## src/verilog/ccp_pkg.sv

```systemverilog
// Constants shared by the clock chip control and status pin block
`default_nettype none
package ccp_pkg;
  // Synchroniser depth for every pin input
  localparam int CCP_SYNC_STAGES = 2;
  // Number of loss-of-signal indicators
  localparam int CCP_NUM_LOS = 3;
  // Number of clock output enables
  localparam int CCP_NUM_OUTS = 10;
  // Width of the hardware address pin pair
  localparam int CCP_ADDR_PINS = 2;
  // Strap level that selects the I2C host protocol
  localparam logic CCP_STRAP_I2C = 1'h1;
  // Status vector: lock bit above the loss bits
  localparam int CCP_STAT_W = CCP_NUM_LOS + 1;
  localparam int CCP_STAT_LOCK_BIT = CCP_NUM_LOS;
  // Pin synchroniser bit positions
  localparam int CCP_PIN_STRAP = 0;
  localparam int CCP_PIN_DATA = 1;
  localparam int CCP_PIN_ADDR1 = 2;
  localparam int CCP_PIN_SCLK = 3;
  localparam int CCP_PIN_ADDR0 = 4;
  localparam int CCP_PIN_ODIS = 5;
  localparam int CCP_NUM_PINS = 6;
  // Reset values
  localparam logic [1:0] CCP_RST_SYNC_INIT = 2'h3;
  localparam logic [CCP_NUM_PINS-1:0] CCP_PIN_RST = 6'h00;
  localparam logic [CCP_ADDR_PINS-1:0] CCP_ADDR_RST = 2'h0;
  localparam logic [CCP_STAT_W-1:0] CCP_STAT_RST = 4'h0;
  localparam logic [CCP_NUM_OUTS-1:0] CCP_OUTS_OFF = 10'h000;
  localparam logic [CCP_NUM_LOS-1:0] CCP_LOS_RST = 3'h0;
endpackage : ccp_pkg
`default_nettype wire

```

## src/verilog/ccp_pin_ctrl.sv

```systemverilog
// Serial host pin steering, reset, output disable and status pins
`timescale 1ns/1ps
`default_nettype none

// Two flip-flop synchroniser for a group of pin levels
module ccp_sync #(
  parameter int WIDTH = 1
) (
  // Clock and reset
  input wire logic i_clk,
  input wire logic i_rst,
  // Asynchronous levels in, synchronous levels out
  input wire logic [WIDTH-1:0] i_async,
  output logic [WIDTH-1:0] o_sync
);
  logic [WIDTH-1:0] meta_reg;
  logic [WIDTH-1:0] sync_reg;

  // Two stages, first stage read only by the second
  always_ff @(posedge i_clk or posedge i_rst) begin
    if (i_rst) begin
      meta_reg <= '0;
      sync_reg <= '0;
    end else begin
      meta_reg <= i_async;
      sync_reg <= meta_reg;
    end
  end

  assign o_sync = sync_reg;
endmodule : ccp_sync

module ccp_pin_ctrl
  import ccp_pkg::*;
(
  // Clock and system reset
  input wire logic i_clk,
  input wire logic i_rst,
  // Reset pin
  input wire logic i_device_reset_n,
  // Protocol strap and serial clock
  input wire logic i_i2c_select,
  input wire logic i_sclk,
  // Shared data pin
  input wire logic i_serial_data,
  output logic o_serial_data,
  output logic o_serial_data_oe,
  // Address-one or serial data out pin
  input wire logic i_addr_one_or_serial_out,
  output logic o_addr_one_or_serial_out,
  output logic o_addr_one_or_serial_out_oe,
  // Address-zero or select pin
  input wire logic i_addr_zero_or_select_n,
  // Output disable pin
  input wire logic i_outputs_disable,
  // Core side: bus configuration and transmit data
  input wire logic i_spi_four_wire,
  input wire logic i_tx_bit,
  input wire logic i_tx_en,
  // Core side: bus view
  output logic o_bus_is_i2c,
  output logic [CCP_ADDR_PINS-1:0] o_i2c_addr_pins,
  output logic o_spi_selected,
  output logic o_sclk_rise,
  output logic o_sclk_fall,
  output logic o_serial_in,
  // Core side: reset to register defaults
  output logic o_core_reset,
  // Core side: clock output control
  input wire logic [CCP_NUM_OUTS-1:0] i_out_cfg_enable,
  output logic [CCP_NUM_OUTS-1:0] o_clk_out_enable,
  // Core side: status sources and interrupt clear
  input wire logic i_pll_locked,
  input wire logic [CCP_NUM_LOS-1:0] i_input_lost,
  input wire logic i_irq_clear,
  // Status pins
  output logic o_status_change_irq_n,
  output logic o_lock_ok_indicator,
  output logic o_input0_signal_loss_n,
  output logic o_input1_signal_loss_n,
  output logic o_input2_signal_loss_n
);

  // Reset combination and release synchroniser
  logic rst_async;
  logic [1:0] rst_sync_reg;
  logic core_rst;

  // Synchronised pins
  logic [CCP_NUM_PINS-1:0] pin_async;
  logic [CCP_NUM_PINS-1:0] pin_s;

  // Straps caught after reset release
  logic strap_done_reg, strap_done_next;
  logic mode_i2c_reg, mode_i2c_next;
  logic [CCP_ADDR_PINS-1:0] addr_reg, addr_next;
  logic [1:0] strap_wait_reg, strap_wait_next;

  // Serial bus sampling
  logic sclk_d_reg, sclk_d_next;
  logic serial_in_reg, serial_in_next;
  logic selected;

  // Pin drive registers
  logic data_out_reg, data_out_next;
  logic data_oe_reg, data_oe_next;
  logic so_out_reg, so_out_next;
  logic so_oe_reg, so_oe_next;

  // Status tracking
  logic [CCP_STAT_W-1:0] stat_now;
  logic [CCP_STAT_W-1:0] stat_reg, stat_next;
  logic stat_valid_reg, stat_valid_next;
  logic irq_reg, irq_next;
  logic status_event;

  // Clock output enables
  logic [CCP_NUM_OUTS-1:0] outs_reg, outs_next;

  // Either reset source asserts at once
  assign rst_async = i_rst | ~i_device_reset_n;

  // Release resynchronised to the clock
  always_ff @(posedge i_clk or posedge rst_async) begin
    if (rst_async) begin
      rst_sync_reg <= CCP_RST_SYNC_INIT;
    end else begin
      rst_sync_reg <= {rst_sync_reg[0], 1'h0};
    end
  end

  assign core_rst = rst_sync_reg[1];

  // Pin levels gathered for synchronisation
  always_comb begin
    pin_async = CCP_PIN_RST;
    pin_async[CCP_PIN_STRAP] = i_i2c_select;
    pin_async[CCP_PIN_DATA] = i_serial_data;
    pin_async[CCP_PIN_ADDR1] = i_addr_one_or_serial_out;
    pin_async[CCP_PIN_SCLK] = i_sclk;
    pin_async[CCP_PIN_ADDR0] = i_addr_zero_or_select_n;
    pin_async[CCP_PIN_ODIS] = i_outputs_disable;
  end

  // Every pin passes two flip-flops
  ccp_sync #(
    .WIDTH(CCP_NUM_PINS)
  ) u_pin_sync (
    .i_clk(i_clk),
    .i_rst(core_rst),
    .i_async(pin_async),
    .o_sync(pin_s)
  );

  // Strap and address pins caught once after release
  always_comb begin
    strap_done_next = strap_done_reg;
    mode_i2c_next = mode_i2c_reg;
    addr_next = addr_reg;
    strap_wait_next = strap_wait_reg;
    if (!strap_done_reg) begin
      if (strap_wait_reg != 2'(CCP_SYNC_STAGES)) begin
        // Synchroniser still holds its reset value, wait for real levels
        strap_wait_next = strap_wait_reg + 2'h1;
      end else begin
        strap_done_next = 1'h1;
        mode_i2c_next = (pin_s[CCP_PIN_STRAP] == CCP_STRAP_I2C);
        addr_next[1] = pin_s[CCP_PIN_ADDR1];
        addr_next[0] = pin_s[CCP_PIN_ADDR0];
      end
    end
  end

  // Strap registers
  always_ff @(posedge i_clk or posedge core_rst) begin
    if (core_rst) begin
      strap_done_reg <= 1'h0;
      strap_wait_reg <= 2'h0;
      mode_i2c_reg <= 1'h0;
      addr_reg <= CCP_ADDR_RST;
    end else begin
      strap_done_reg <= strap_done_next;
      strap_wait_reg <= strap_wait_next;
      mode_i2c_reg <= mode_i2c_next;
      addr_reg <= addr_next;
    end
  end

  // Select low frames an SPI transaction
  assign selected = strap_done_reg & (mode_i2c_reg | ~pin_s[CCP_PIN_ADDR0]);

  // Serial clock edges and data sample
  always_comb begin
    sclk_d_next = pin_s[CCP_PIN_SCLK];
    serial_in_next = pin_s[CCP_PIN_DATA];
  end

  // Serial sampling registers
  always_ff @(posedge i_clk or posedge core_rst) begin
    if (core_rst) begin
      sclk_d_reg <= 1'h0;
      serial_in_reg <= 1'h0;
    end else begin
      sclk_d_reg <= sclk_d_next;
      serial_in_reg <= serial_in_next;
    end
  end

  // Edge strobes only while selected: select pin low in SPI, always once straps are caught in I2C
  assign o_sclk_rise = selected & pin_s[CCP_PIN_SCLK] & ~sclk_d_reg;
  assign o_sclk_fall = selected & ~pin_s[CCP_PIN_SCLK] & sclk_d_reg;

  // Pin drive steering by protocol
  always_comb begin
    data_out_next = 1'h0;
    data_oe_next = 1'h0;
    so_out_next = 1'h0;
    so_oe_next = 1'h0;
    if (!strap_done_reg) begin
      data_oe_next = 1'h0;
    end else if (mode_i2c_reg) begin
      data_oe_next = i_tx_en & ~i_tx_bit;
      so_oe_next = 1'h0;
    end else if (i_spi_four_wire) begin
      so_out_next = i_tx_bit;
      so_oe_next = i_tx_en & selected;
      data_oe_next = 1'h0;
    end else begin
      data_out_next = i_tx_bit;
      data_oe_next = i_tx_en & selected;
    end
  end

  // Pin drive registers
  always_ff @(posedge i_clk or posedge core_rst) begin
    if (core_rst) begin
      data_out_reg <= 1'h0;
      data_oe_reg <= 1'h0;
      so_out_reg <= 1'h0;
      so_oe_reg <= 1'h0;
    end else begin
      data_out_reg <= data_out_next;
      data_oe_reg <= data_oe_next;
      so_out_reg <= so_out_next;
      so_oe_reg <= so_oe_next;
    end
  end

  // Status vector and change detection
  assign stat_now = {i_pll_locked, i_input_lost};
  assign status_event = stat_valid_reg & (stat_now != stat_reg);

  // Sticky interrupt, a new change beats a clear
  always_comb begin
    stat_next = stat_now;
    stat_valid_next = 1'h1;
    irq_next = irq_reg;
    if (i_irq_clear) begin
      irq_next = 1'h0;
    end
    if (status_event) begin
      irq_next = 1'h1;
    end
  end

  // Status registers
  always_ff @(posedge i_clk or posedge core_rst) begin
    if (core_rst) begin
      stat_reg <= CCP_STAT_RST;
      stat_valid_reg <= 1'h0;
      irq_reg <= 1'h0;
    end else begin
      stat_reg <= stat_next;
      stat_valid_reg <= stat_valid_next;
      irq_reg <= irq_next;
    end
  end

  // Clock outputs gated by reset and disable pin, off until pins are valid
  always_comb begin
    outs_next = CCP_OUTS_OFF;
    if (strap_done_reg && !pin_s[CCP_PIN_ODIS]) begin
      outs_next = i_out_cfg_enable;
    end
  end

  // Output enable register, off during reset
  always_ff @(posedge i_clk or posedge core_rst) begin
    if (core_rst) begin
      outs_reg <= CCP_OUTS_OFF;
    end else begin
      outs_reg <= outs_next;
    end
  end

  // Pin outputs
  assign o_serial_data = data_out_reg;
  assign o_serial_data_oe = data_oe_reg;
  assign o_addr_one_or_serial_out = so_out_reg;
  assign o_addr_one_or_serial_out_oe = so_oe_reg;

  // Core side outputs
  assign o_bus_is_i2c = mode_i2c_reg;
  assign o_i2c_addr_pins = addr_reg;
  assign o_spi_selected = selected & ~mode_i2c_reg;
  assign o_serial_in = serial_in_reg;
  assign o_core_reset = core_rst;
  assign o_clk_out_enable = outs_reg;

  // Status pins, lock and loss from registered status
  assign o_status_change_irq_n = ~irq_reg;
  assign o_lock_ok_indicator = stat_valid_reg & stat_reg[CCP_STAT_LOCK_BIT];
  assign o_input0_signal_loss_n = ~(stat_valid_reg & stat_reg[0]);
  assign o_input1_signal_loss_n = ~(stat_valid_reg & stat_reg[1]);
  assign o_input2_signal_loss_n = ~(stat_valid_reg & stat_reg[2]);

endmodule : ccp_pin_ctrl
`default_nettype wire

```

## config.mk

```make
export PLATFORM = sky130hd
export DESIGN_NAME = ccp_pin_ctrl
export DESIGN_NICKNAME = d
export VERILOG_FILES = /design/src/verilog/ccp_pkg.sv /design/src/verilog/ccp_pin_ctrl.sv
export SDC_FILE = /design/constraint.sdc
export NUM_CORES = 1
export LEC_CHECK = 0
export BUFFER_PORTS_ARGS = -buffer_cell sky130_fd_sc_hd__buf_2
export CAP_MARGIN = 20
export CORE_MARGIN = 3
export CORE_UTILIZATION = 46
export CTS_CLUSTER_DIAMETER = 60
export DETAILED_ROUTE_END_ITERATION = 8
export PLACE_DENSITY = 0.76
export SLEW_MARGIN = 20
export SYNTH_ARGS = -nofsm -noshare
export SYNTH_HDL_FRONTEND = slang
export SYNTH_SLANG_ARGS = --single-unit
export TNS_END_PERCENT = 20
```

## constraint.sdc

```tcl
create_clock -name i_clk -period 1.7 [get_ports i_clk]
set_input_delay 0.17 -clock i_clk [delete_from_list [all_inputs] [get_ports i_clk]]
set_output_delay 0.17 -clock i_clk [all_outputs]
set_load 0.03 [all_outputs]
```

# ---- Word level (Yosys, flattened, before mapping)
# Index checks and enable logic that the tools add are counted.
dict set report word_totals {
  regBits 42
  input_bits 27
  output_inout_bits 27
  elab_cells 69
}
dict set report op_classes {
  add_sub_neg 1
  eq_ne 2
  mux 17
  bitwise_logic 27
  n_reduce_logical 5
}
# operator n
set op_table {}
lappend op_table {{$mux W1} 16}
lappend op_table {{$and A1 B1 Y1} 13}
lappend op_table {{$not A1 Y1} 12}
lappend op_table {{$mux W10} 1}
lappend op_table {{$ne A4 B4 Y1} 1}
lappend op_table {{$reduce_and A2 Y1} 2}
lappend op_table {{$add A2 B1 Y2 const B} 1}
lappend op_table {{$ne A2 B2 Y1 const B} 1}
lappend op_table {{$or A1 B1 Y1} 2}
lappend op_table {{$reduce_bool A2 Y1} 1}
lappend op_table {{$logic_and A1 B1 Y1} 1}
lappend op_table {{$logic_not A1 Y1} 1}

# ---- Longest topological paths before layout
# Gate-level depths: netlist (run 1).
dict set report depth {
  depth_word 7
  ltp_mapped 5
  mapped_depth_nobuf 5
}

# ---- Hierarchy
# From an unflattened synthesis (run 1), not the netlist that was laid out.
dict set report unflattened {
  cells_unflattened 93
  area_unflattened_um2 1378.8
}
# module instances cells_per_inst area_each_um2 seq_area_each_um2
set modules_own_cells {}
lappend modules_own_cells {ccp_pin_ctrl 1 80 1074.8 753.2}
lappend modules_own_cells {ccp_sync 1 13 304.0 300.3}

# ---- Worst setup path before layout (run 1)
# No wires, ideal clock.
dict set report synth_timing {
  path_type {flip-flop to output port}
  start {reg mode_i2c_reg, in the netlist o_bus_is_i2c}
  end {out o_sclk_fall}
  t_arrival_ns 1.544
  required_ns 1.530
  slack_ns -0.014
  path_stages_with_launch 3
  path_buffers 0
  path_cell_list {dfrtp_1 > o21ai_0 > nor3b_1}
}
dict set report synth_between {
  elab_chain_cells 4
}
# item line
set synth_lines {}
lappend synth_lines {{start: declaration} ccp_pin_ctrl.sv:95} ;# logic mode_i2c_reg, mode_i2c_next;
lappend synth_lines {{start signal: assignment} ccp_pin_ctrl.sv:184} ;# mode_i2c_reg <= mode_i2c_next;
lappend synth_lines {{$or A1 B1 Y1} ccp_pin_ctrl.sv:190} ;# assign selected = strap_done_reg & (mode_i2c_reg | ~pin_s[CCP_PIN_ADDR0]);
lappend synth_lines {{$and A1 B1 Y1} ccp_pin_ctrl.sv:190}
lappend synth_lines {{$and A1 B1 Y1 (2 in a row)} ccp_pin_ctrl.sv:211} ;# assign o_sclk_fall = selected & ~pin_s[CCP_PIN_SCLK] & sclk_d_reg;
lappend synth_lines {{end: declaration} ccp_pin_ctrl.sv:65} ;# output logic o_sclk_fall,
# Every way passes these cells.

# ---- Final worst setup path (run 1)
dict set report layout_timing {
  start {reg u_pin_sync.sync_reg[4], in the netlist u_pin_sync.o_sync[4]}
  end {out o_sclk_fall}
}
dict set report layout_between {
  elab_chain_cells 5
}
# item line
set layout_lines {}
lappend layout_lines {{start: declaration} ccp_pin_ctrl.sv:17} ;# logic [WIDTH-1:0] sync_reg;
lappend layout_lines {{start signal: assignment} ccp_pin_ctrl.sv:26} ;# sync_reg <= meta_reg;
lappend layout_lines {{$not A1 Y1} ccp_pin_ctrl.sv:190}
lappend layout_lines {{$or A1 B1 Y1} ccp_pin_ctrl.sv:190}
lappend layout_lines {{$and A1 B1 Y1} ccp_pin_ctrl.sv:190}
lappend layout_lines {{$and A1 B1 Y1 (2 in a row)} ccp_pin_ctrl.sv:211}
# Every way passes these cells.

==> results of run 1 <==
power by group through the flow:
stage	Combinational, mW	Sequential (mW)	Clock, mW
floorplan	0.0746	1.13	0
global route	0.244	1.07	0.555
CTS	0.224	1.07	0.504
global placement	0.197	1.08	0
finish	0.222	1.07	0.487
detailed placement	0.201	1.09	0
metal layers:
layer	part of all wire (%)	GRT usage, %	routed length [um]
met5	0	0	0
met4	2.2	8.978	51
met3	7.0	4.894	164
met2	55	27.79	1302
met1	35	15.64	835
synthesized netlist by cell type, drive strengths merged:
master / count
mux2: 3
xnor2: 1
nor3b: 2
o21ai: 2
ha: 1
o31ai: 1
nor2b: 3
nand2: 4
a21oi: 1
and2b: 1
conb: 2
nand2b: 1
o41ai: 1
dfstp: 2
and2: 12
inv: 5
xor2: 4
and3: 3
nor2: 3
dfrtp: 40
per-stage QoR:
stage | hold slack, ps | std cells
after floorplan | 174.5 | 92
after CTS | 0.0005829 | 198
after detailed placement | 279.4 | 177
final | 45.38 | 199
after global routing | 27.63 | 199
after global placement | 258.4 | 177
worst reg2reg max path: cells and delay by family (launching register included):
family,cells,cell delay [ps]
buffers and inverters,1,90
multiplexers,1,360
adder cells (fa/ha/maj),1,160
flip-flops,1,390
AND/OR/NAND/NOR,1,210
final timing paths:
path                                                  to  cells after the start                      startpoint
min in group asynchronous  o_clk_out_enable[9]$_DFF_PP0_                      1       rst_sync_reg[1]$_DFF_PP1_
min                        o_clk_out_enable[5]$_DFF_PP0_                      2             i_out_cfg_enable[5]
min reg2reg                o_clk_out_enable[9]$_DFF_PP0_                      1       rst_sync_reg[1]$_DFF_PP1_
max                                          o_sclk_fall                      4  u_pin_sync.o_sync[4]$_DFF_PP0_
max in group asynchronous      rst_sync_reg[1]$_DFF_PP1_                      4                i_device_reset_n
max reg2reg                     o_bus_is_i2c$_DFFE_PP0P_                      4   strap_wait_reg[0]$_DFFE_PP0P_
cell families after synthesis:
kind of cell | count (synthesis) | share of synthesized area [%]
DFF | 42 | 76.27
and+or+nand+nor | 29 | 13.04
AOI/OAI and AO/OA | 5 | 2.264
xor gates and xnor gates | 5 | 3.170
buffers and inverters | 5 | 1.359
muxes | 3 | 2.445
other | 2 | 0.5437
adders and majority gates | 1 | 0.9057
cell type report:
| type | count | area (sq um) |
|---|---|---|
| multi-input cells | 45 | 309.0 |
| clock buffers | 8 | 58.81 |
| well taps | 31 | 38.79 |
| flip-flops and latches | 42 | 1056 |
| repair buffers | 68 | 425.4 |
| fillers | 206 | 898.4 |
| inverters | 5 | 18.77 |
repair_timing:
action | in CTS | in global routing
endpoints found under the setup margin | 0 | 1
hold endpoints to repair | 13 | 1
gates resized for setup | 0 | 2
hold buffers | 13 | 1
==> run summary, run 1 <==
The flow ran to the end, and the final reports show no timing, DRC or antenna violations. After layout, the design draws a total of 1.775 mW. The core region is 2805 sq um. After clock tree synthesis, the clock-pin slew on the worst setup and hold paths is 120 ps. The sequential-to-total area share from yosys stat is 76.27%. The leakage power figure is 0.9865 nW.

The count of endpoints failing hold in the final timing report came out at 0. OpenSTA, run right after detailed placement, puts the worst setup slack at 412.0 ps. Per report_power, the combinational group accounts for 12.5% of the total. The number of different library cells used by synthesis comes to 24. For this run, the share of the core covered by cells in the final layout is 67.98%. The synthesized netlist cell count is 92. For this configuration, the core starts out at a cell density of 49.24%. The number of global-route vias before repair was 1032. Global-route wire length before repair: 4.126 mm.

After synthesis, the mean cell area works out to 15.01 sq um. The category of the critical setup timing path was reg -> out. CTS built an H-tree with a depth of 2. The top cell types in the final layout, fill and taps aside, are sky130_fd_sc_hd__buf_2, sky130_fd_sc_hd__dfrtp_1, sky130_fd_sc_hd__dlygate4sd3_1. Clock latency on the worst-skew pair: 330 ps. The tools report the routed via count as 924. The count of pins over their slew limit is 0, and the synthesized flop and latch total is 42. The type of the most critical hold path was in -> reg. The die covers 3697 sq um. The worst setup skew after layout came out at 18.36 ps. STA puts the critical path data required time at 1530 ps. The area growth from synthesis to layout is 38.04%. TritonCTS built the clock tree. Number of nets still failing antenna checks after routing: 0. The number of antenna violations at the first check in global routing came out at 0.

The number of detailed-route iterations in the first pass came out at 4. Clock tree synthesis inserted a total of 5 buffers. For the worst setup path, the data arrival time is 1340 ps.

The Yosys step of the flow raised 0 warnings. Setup violations remaining at the end of the flow were counted as 0. Summed over all layers, the routed wires come to 2.354 mm. The clock drives 42 sinks. Net switching is 24.26% of the power. The number of setup buffers added after CTS is 0. The highest fanout seen on the critical path came out at 3. The final layout net count came out at 195. The area of placed instances came out at 1705 sq um. For the synthesized net count, the log shows 120. Using the TritonRoute via totals, the vias-per-cell ratio works out to 4.643. The register with the most flip-flops in the layout has 10 of them. The average routed wire per standard cell is 11.83 um. The tools report the number of DRC markers in iteration 0 as 9. Global routing finished with a remaining overflow of 0. For the final routed database, the setup TNS stands at 0 ps. Clock tree buffer depth: 2. Among cell families on the critical path, the largest total delay comes from flip-flops. The tool flagged a number of max-cap violations equal to 0. Setup repair after global routing left no endpoint under its margin.

Summing all non-filler instances in the final layout gives an area of 1907 sq um. Global routing consumed, over all layers together, 15.49% of the routing resources. The signal on the critical path passes through inv_1, o21ai_0, nor3b_1, buf_2.

Power spread over the standard cell area amounts to 930.7 nW/um^2. The share of Yosys cell area claimed by the top area cell type was 72.46%. Maximum number of pins on one net before global-route repair: 31. The nature of the critical path startpoint was a flop. STA classifies the critical path endpoint as an output port. The biggest area contributor in the post-synthesis netlist is sky130_fd_sc_hd__dfrtp_1. After layout, the worst setup slack is 193.9 ps. The most common cell after layout, fill and taps aside was sky130_fd_sc_hd__buf_2. The die span in x works out to 60.80 um. IR analysis of the VDD net gives a maximum drop of 0.0006111 V. Time the final worst path needs with I/O delays and setup: 1506 ps. The number of input and output port buffers inserted is 53. The tools report the combined area of all synthesized cells as 1381 sq um. From bottom edge to top edge, the die measures 60.80 um.

Dividing the final minimum period by the clock period gives 88.59%. Registers are responsible for 60.0% of the overall power. After floorplanning, the core was divided into 19 placement rows.

The critical path's largest stage delay was 420 ps; the fraction of layout instances using a drive strength above 1 was 41.67%. Cell internal power was estimated by the tool at 1.344 mW. The master of the slowest instance on the critical path was sky130_fd_sc_hd__dfrtp_1. The tools report the cell chosen for the clock root as sky130_fd_sc_hd__clkbuf_4. The congestion estimate from routability-driven global placement came to 0.6661. The tools report the count of pins on the block boundary as 54. The repair_antennas step left the layout with diodes totalling 0.

Based on the critical path, the design can be clocked at up to 0.6640 GHz. The clock network accounts for 27.4% of the total power. The number of buffers and inverters on the critical path is 2.

In the routed design, unresolved DRC markers number 0. Summed over all nets, the switching power comes to 0.4306 mW. By area the synthesized netlist is led by sky130_fd_sc_hd__dfrtp_1, sky130_fd_sc_hd__and2_1, sky130_fd_sc_hd__dfstp_2. The setup check on the worst reg-to-reg path leaves a slack of 390 ps. The half-perimeter wire length of the detailed placement result is 1.710 mm.
No activity file was read; power rests on OpenSTA's default activity.
==> run 2: changes to the inputs <==
- ABC_AREA: unset -> 1
- CORE_UTILIZATION: 46 -> 47
==> run 2 against run 1 <==
Cell count is 26% higher. Combinational power is 12% higher. Via count up 18%. Synthesized area up 7.2%. Critical path type unchanged. Critical endpoint is now o_sclk_rise.
==> run summary, run 2 <==
The logs give 1.916 mW (+7.9%) for the overall power of the completed layout and 157.3 ps (-36.55 ps) for the slack of the critical path. The number of input and output port buffers inserted was 53 (unchanged). The share of the cycle needed by the critical path after routing is 90.74% (+2.1 points), and the fill cell total of the finished layout is 229 (+11%). The routed wire length was 2.814 mm (+20%); the routed via count was 1090 (+18%). The final estimated routing congestion in global placement came out at 0.8845 (+33%). The run gives 1.143 nW (+16%) as the leakage power figure. Share of Yosys cell area claimed by the top area cell type: 67.57% (-4.9 points).

The master of the slowest instance on the critical path is sky130_fd_sc_hd__dfrtp_1. The count of endpoints failing hold in the final timing report is 0 (unchanged). Critical path's largest stage delay: 370 ps (-50 ps). The tools report the worst setup skew after layout as 7.428 ps (-10.94 ps). Cell class contributing the biggest share of worst-path delay: buffers and inverters.

Most instantiated flip-flop cell in the synthesis netlist: sky130_fd_sc_hd__dfrtp_1. The time the final worst path needs with I/O delays and setup was 1543 ps (+36.55 ps). The fraction of registers with async set/reset came out at 100.0% (unchanged).

For the yosys synthesis warning count, the log shows 0 (unchanged). The final setup violation count is 0 (unchanged), and the number of DRC markers in iteration 0 is 42 (+33). The top achievable clock speed was 0.6482 GHz (-2.4%). The tools report the sequential-to-total area share from yosys stat as 71.11% (-5.2 points). The library cell used most frequently in the layout, excluding fill and tap cells, is sky130_fd_sc_hd__buf_2. The worst voltage drop across the vdd grid was 0.0006669 V (+9.1%); the global-route wire length before repair was 4.981 mm (+21%).

The run gives 0 (unchanged) as the number of nets still failing antenna checks after routing. The cell total after placement was 229 (+29%); the area enclosed by the die boundary was 3861 sq um (+4.5%). The run gives 7.027% (+2.1 points) as the global routing usage on met3.

For the number of cell rows, the log shows 19 (unchanged). The count of pins over their slew limit is 0 (unchanged). Fraction of layout instances using a drive strength above 1: 37.50% (-4.2 points). The pre-CTS setup slack was 470.9 ps (+58.87 ps); the total routing resource utilization after global routing was 16.40% (+0.91 points). The run gives 41 (+32%) as the maximum number of pins on one net before global-route repair. The max-cap violation count is 0 (unchanged), and the synthesized netlist cell count is 134 (+46%).

The run gives 250 (+26%) as the final non-filler cell total. The synthesized net count was 162 (+35%); the mean number of vias per cell was 4.360 (-6.1%). The most common cell in the synthesized netlist is sky130_fd_sc_hd__dfrtp_1. The logs give 0 (unchanged) for the remaining routing DRC violations and 1481 sq um (+7.2%) for the combined area of all synthesized cells. For the count of pins on the block boundary, the log shows 54 (unchanged). STA classifies the critical path endpoint as an output port. Count of flip-flops with a built-in enable after synthesis: 0 (unchanged). The synthesized flop and latch total is 42 (unchanged). The highest fanout seen on the critical path was 4 (+1); the number of detailed-route iterations in the first pass was 4 (unchanged). Category of the critical setup timing path: reg -> out. For the clock latency on the worst-skew pair, the log shows 340 ps (about the same). In the layout the commonest cells are sky130_fd_sc_hd__buf_2, sky130_fd_sc_hd__dfrtp_1, sky130_fd_sc_hd__inv_1. Type of the most critical hold path: in -> reg. Nature of the critical path startpoint: a flop.

For the global routing usage on met2, the log shows 29.57% (+1.8 points). Most heavily used metal layer in global routing: met2. The logs give 0 (unchanged) for the number of antenna violations at the first check in global routing and 42 (unchanged) for the clock sink count.

Die span in x: 62.14 um (+2.2%). The half-perimeter wire length of the detailed placement result was 2.008 mm (+17%). The worst-margin pin slew is 598.6 ps, and the average routed wire per standard cell is 11.26 um (-4.8%). The worst hold slack after final layout was 34.32 ps (-11.05 ps); the sum of overflow across all layers after global routing was 0 (unchanged). The commonest cells after synthesis are sky130_fd_sc_hd__dfrtp_1, sky130_fd_sc_hd__inv_1, sky130_fd_sc_hd__nand2_1, sky130_fd_sc_hd__nor2_2, sky130_fd_sc_hd__nor2_1. The mean area per synthesized cell is 11.06 sq um (-26%), and the headroom to the max-slew limit is 60.09%.

The sum of negative setup slack was 0 ps (unchanged); the number of cells traversed by the worst hold path was 3 (+1). The combined buffer and inverter count along the critical path is 3 (+1). The utilization of the core after routing was 69.94% (+2.0 points); the flip-flop count of the largest register, all copies and words added was 10 (unchanged). The cell that appears most often on the critical path is sky130_fd_sc_hd__inv_1. The clock tree buffer depth came out at 2 (unchanged). The global-route track usage on met1 came out at 17.51% (+1.9 points).

Sorting the synthesized cells by area gives the leading types as sky130_fd_sc_hd__dfrtp_1, sky130_fd_sc_hd__inv_1, sky130_fd_sc_hd__nand2_1. Post-route cell area: 2012 sq um (+5.5%). The logs give 51.50% (+2.3 points) for the initial core utilization and 1800 sq um (+5.6%) for the area of placed instances. TritonCTS built the clock tree. The cell count of the worst reg-to-reg path is 4 (unchanged). The power per standard cell area works out to 952.1 nW/um^2 (+2.3%).

The run gives 2 (unchanged) as the CTS H-tree depth. The largest total area in the synthesized netlist belongs to sky130_fd_sc_hd__dfrtp_1. The number of global-route vias before repair came out at 1175 (+14%). The tools report the required time reported for the critical path endpoint as 1530 ps (about the same). The tools report the final layout net count as 235 (+21%). The CTS clock-pin slew for the worst setup and hold paths works out to 110 ps (about the same). The run gives 0 (unchanged) as the number of diodes. The critical path goes through inv_1, a21oi_2, inv_1, nor2_1, buf_2.

The post-synthesis cell type count is 19 (-21%). The number of clock buffers inserted by TritonCTS is 5 (unchanged), and the critical path depth is 5 (+1). The run finished with clean final reports. The height of the die was 62.14 um (+2.2%); the area of the core was 2877 sq um (+2.5%).

The signal arrival time at the worst endpoint is 1370 ps (+30 ps). The cell sitting at the root of the clock tree is a sky130_fd_sc_hd__clkbuf_4. The synthesis-to-finish area growth came out at 35.81%.
## run 2: changes by cell type after synthesis, moves of 3 or more
cell,previous run,this run
sky130_fd_sc_hd__inv_1,5,29
sky130_fd_sc_hd__nor3_1,0,3
sky130_fd_sc_hd__xor2_1,4,1
sky130_fd_sc_hd__and3_1,3,0
sky130_fd_sc_hd__nand2_1,4,26
sky130_fd_sc_hd__nor2_1,3,8
sky130_fd_sc_hd__nor2_2,0,9
sky130_fd_sc_hd__and2_1,11,0
## run 2: where the power goes
group	switching (mW)	internal [mW]
registers	0.0192	1.05
logic	0.157	0.0913
clock network	0.288	0.312
## run 2: metal layers
metal	share of wire [%]	vias to the layer above	wire length (um)
li1	-	525	-
met1	39	516	1089
met2	53	46	1481
met3	7.7	3	218
met4	0.89	0	25
met5	0	-	0
## run 2: area by class of cell
cell class | instances | area (sq um) | share of cell area (%)
clock buffer | 7 | 45.04 | 2.239
clock inverter | 1 | 30.03 | 1.493
inverter | 30 | 112.6 | 5.597
multi-input combinational | 61 | 312.8 | 15.55
sequential | 42 | 1054 | 52.36
tap | 42 | 52.55 | 2.612
timing repair buffer | 67 | 405.4 | 20.15
## run 2: cell families after synthesis
family          synth area share, %
other cells                  0.5069
mux                           1.520
xor+xnor                     0.5913
fa+ha+maj                    0.8445
buf+inv                       8.361
compound gates                1.351
flops                         71.11
simple gates                  15.71
## run 2: final timing paths
check / from / end / slack (ps)
worst max-delay path: o_bus_is_i2c$_DFFE_PP0P_ / o_sclk_rise / 160
worst min-delay path: i_out_cfg_enable[6] / o_clk_out_enable[6]$_DFF_PP0_ / 30
worst max register to register: strap_wait_reg[0]$_DFFE_PP0P_ / o_i2c_addr_pins[1]$_DFFE_PP0P_ / 480
worst min register to register: u_pin_sync.meta_reg[1]$_DFF_PP0_ / u_pin_sync.o_sync[1]$_DFF_PP0_ / 360
max in group asynchronous: i_device_reset_n / rst_sync_reg[1]$_DFF_PP1_ / 700
min in group asynchronous: rst_sync_reg[1]$_DFF_PP1_ / o_clk_out_enable[6]$_DFF_PP0_ / 370
## run 2: what timing repair did
action,CTS,global route
hold buffers,12,1
buffers inserted,0,0
resized for setup,0,3
endpoints found under the setup margin,0,2
hold endpoints to repair,12,1
## run 2: tightest hold or removal path, stage by stage
cell                     delay (ps)
sky130_fd_sc_hd__buf_2           90
sky130_fd_sc_hd__inv_1           50
sky130_fd_sc_hd__nor2_2          30
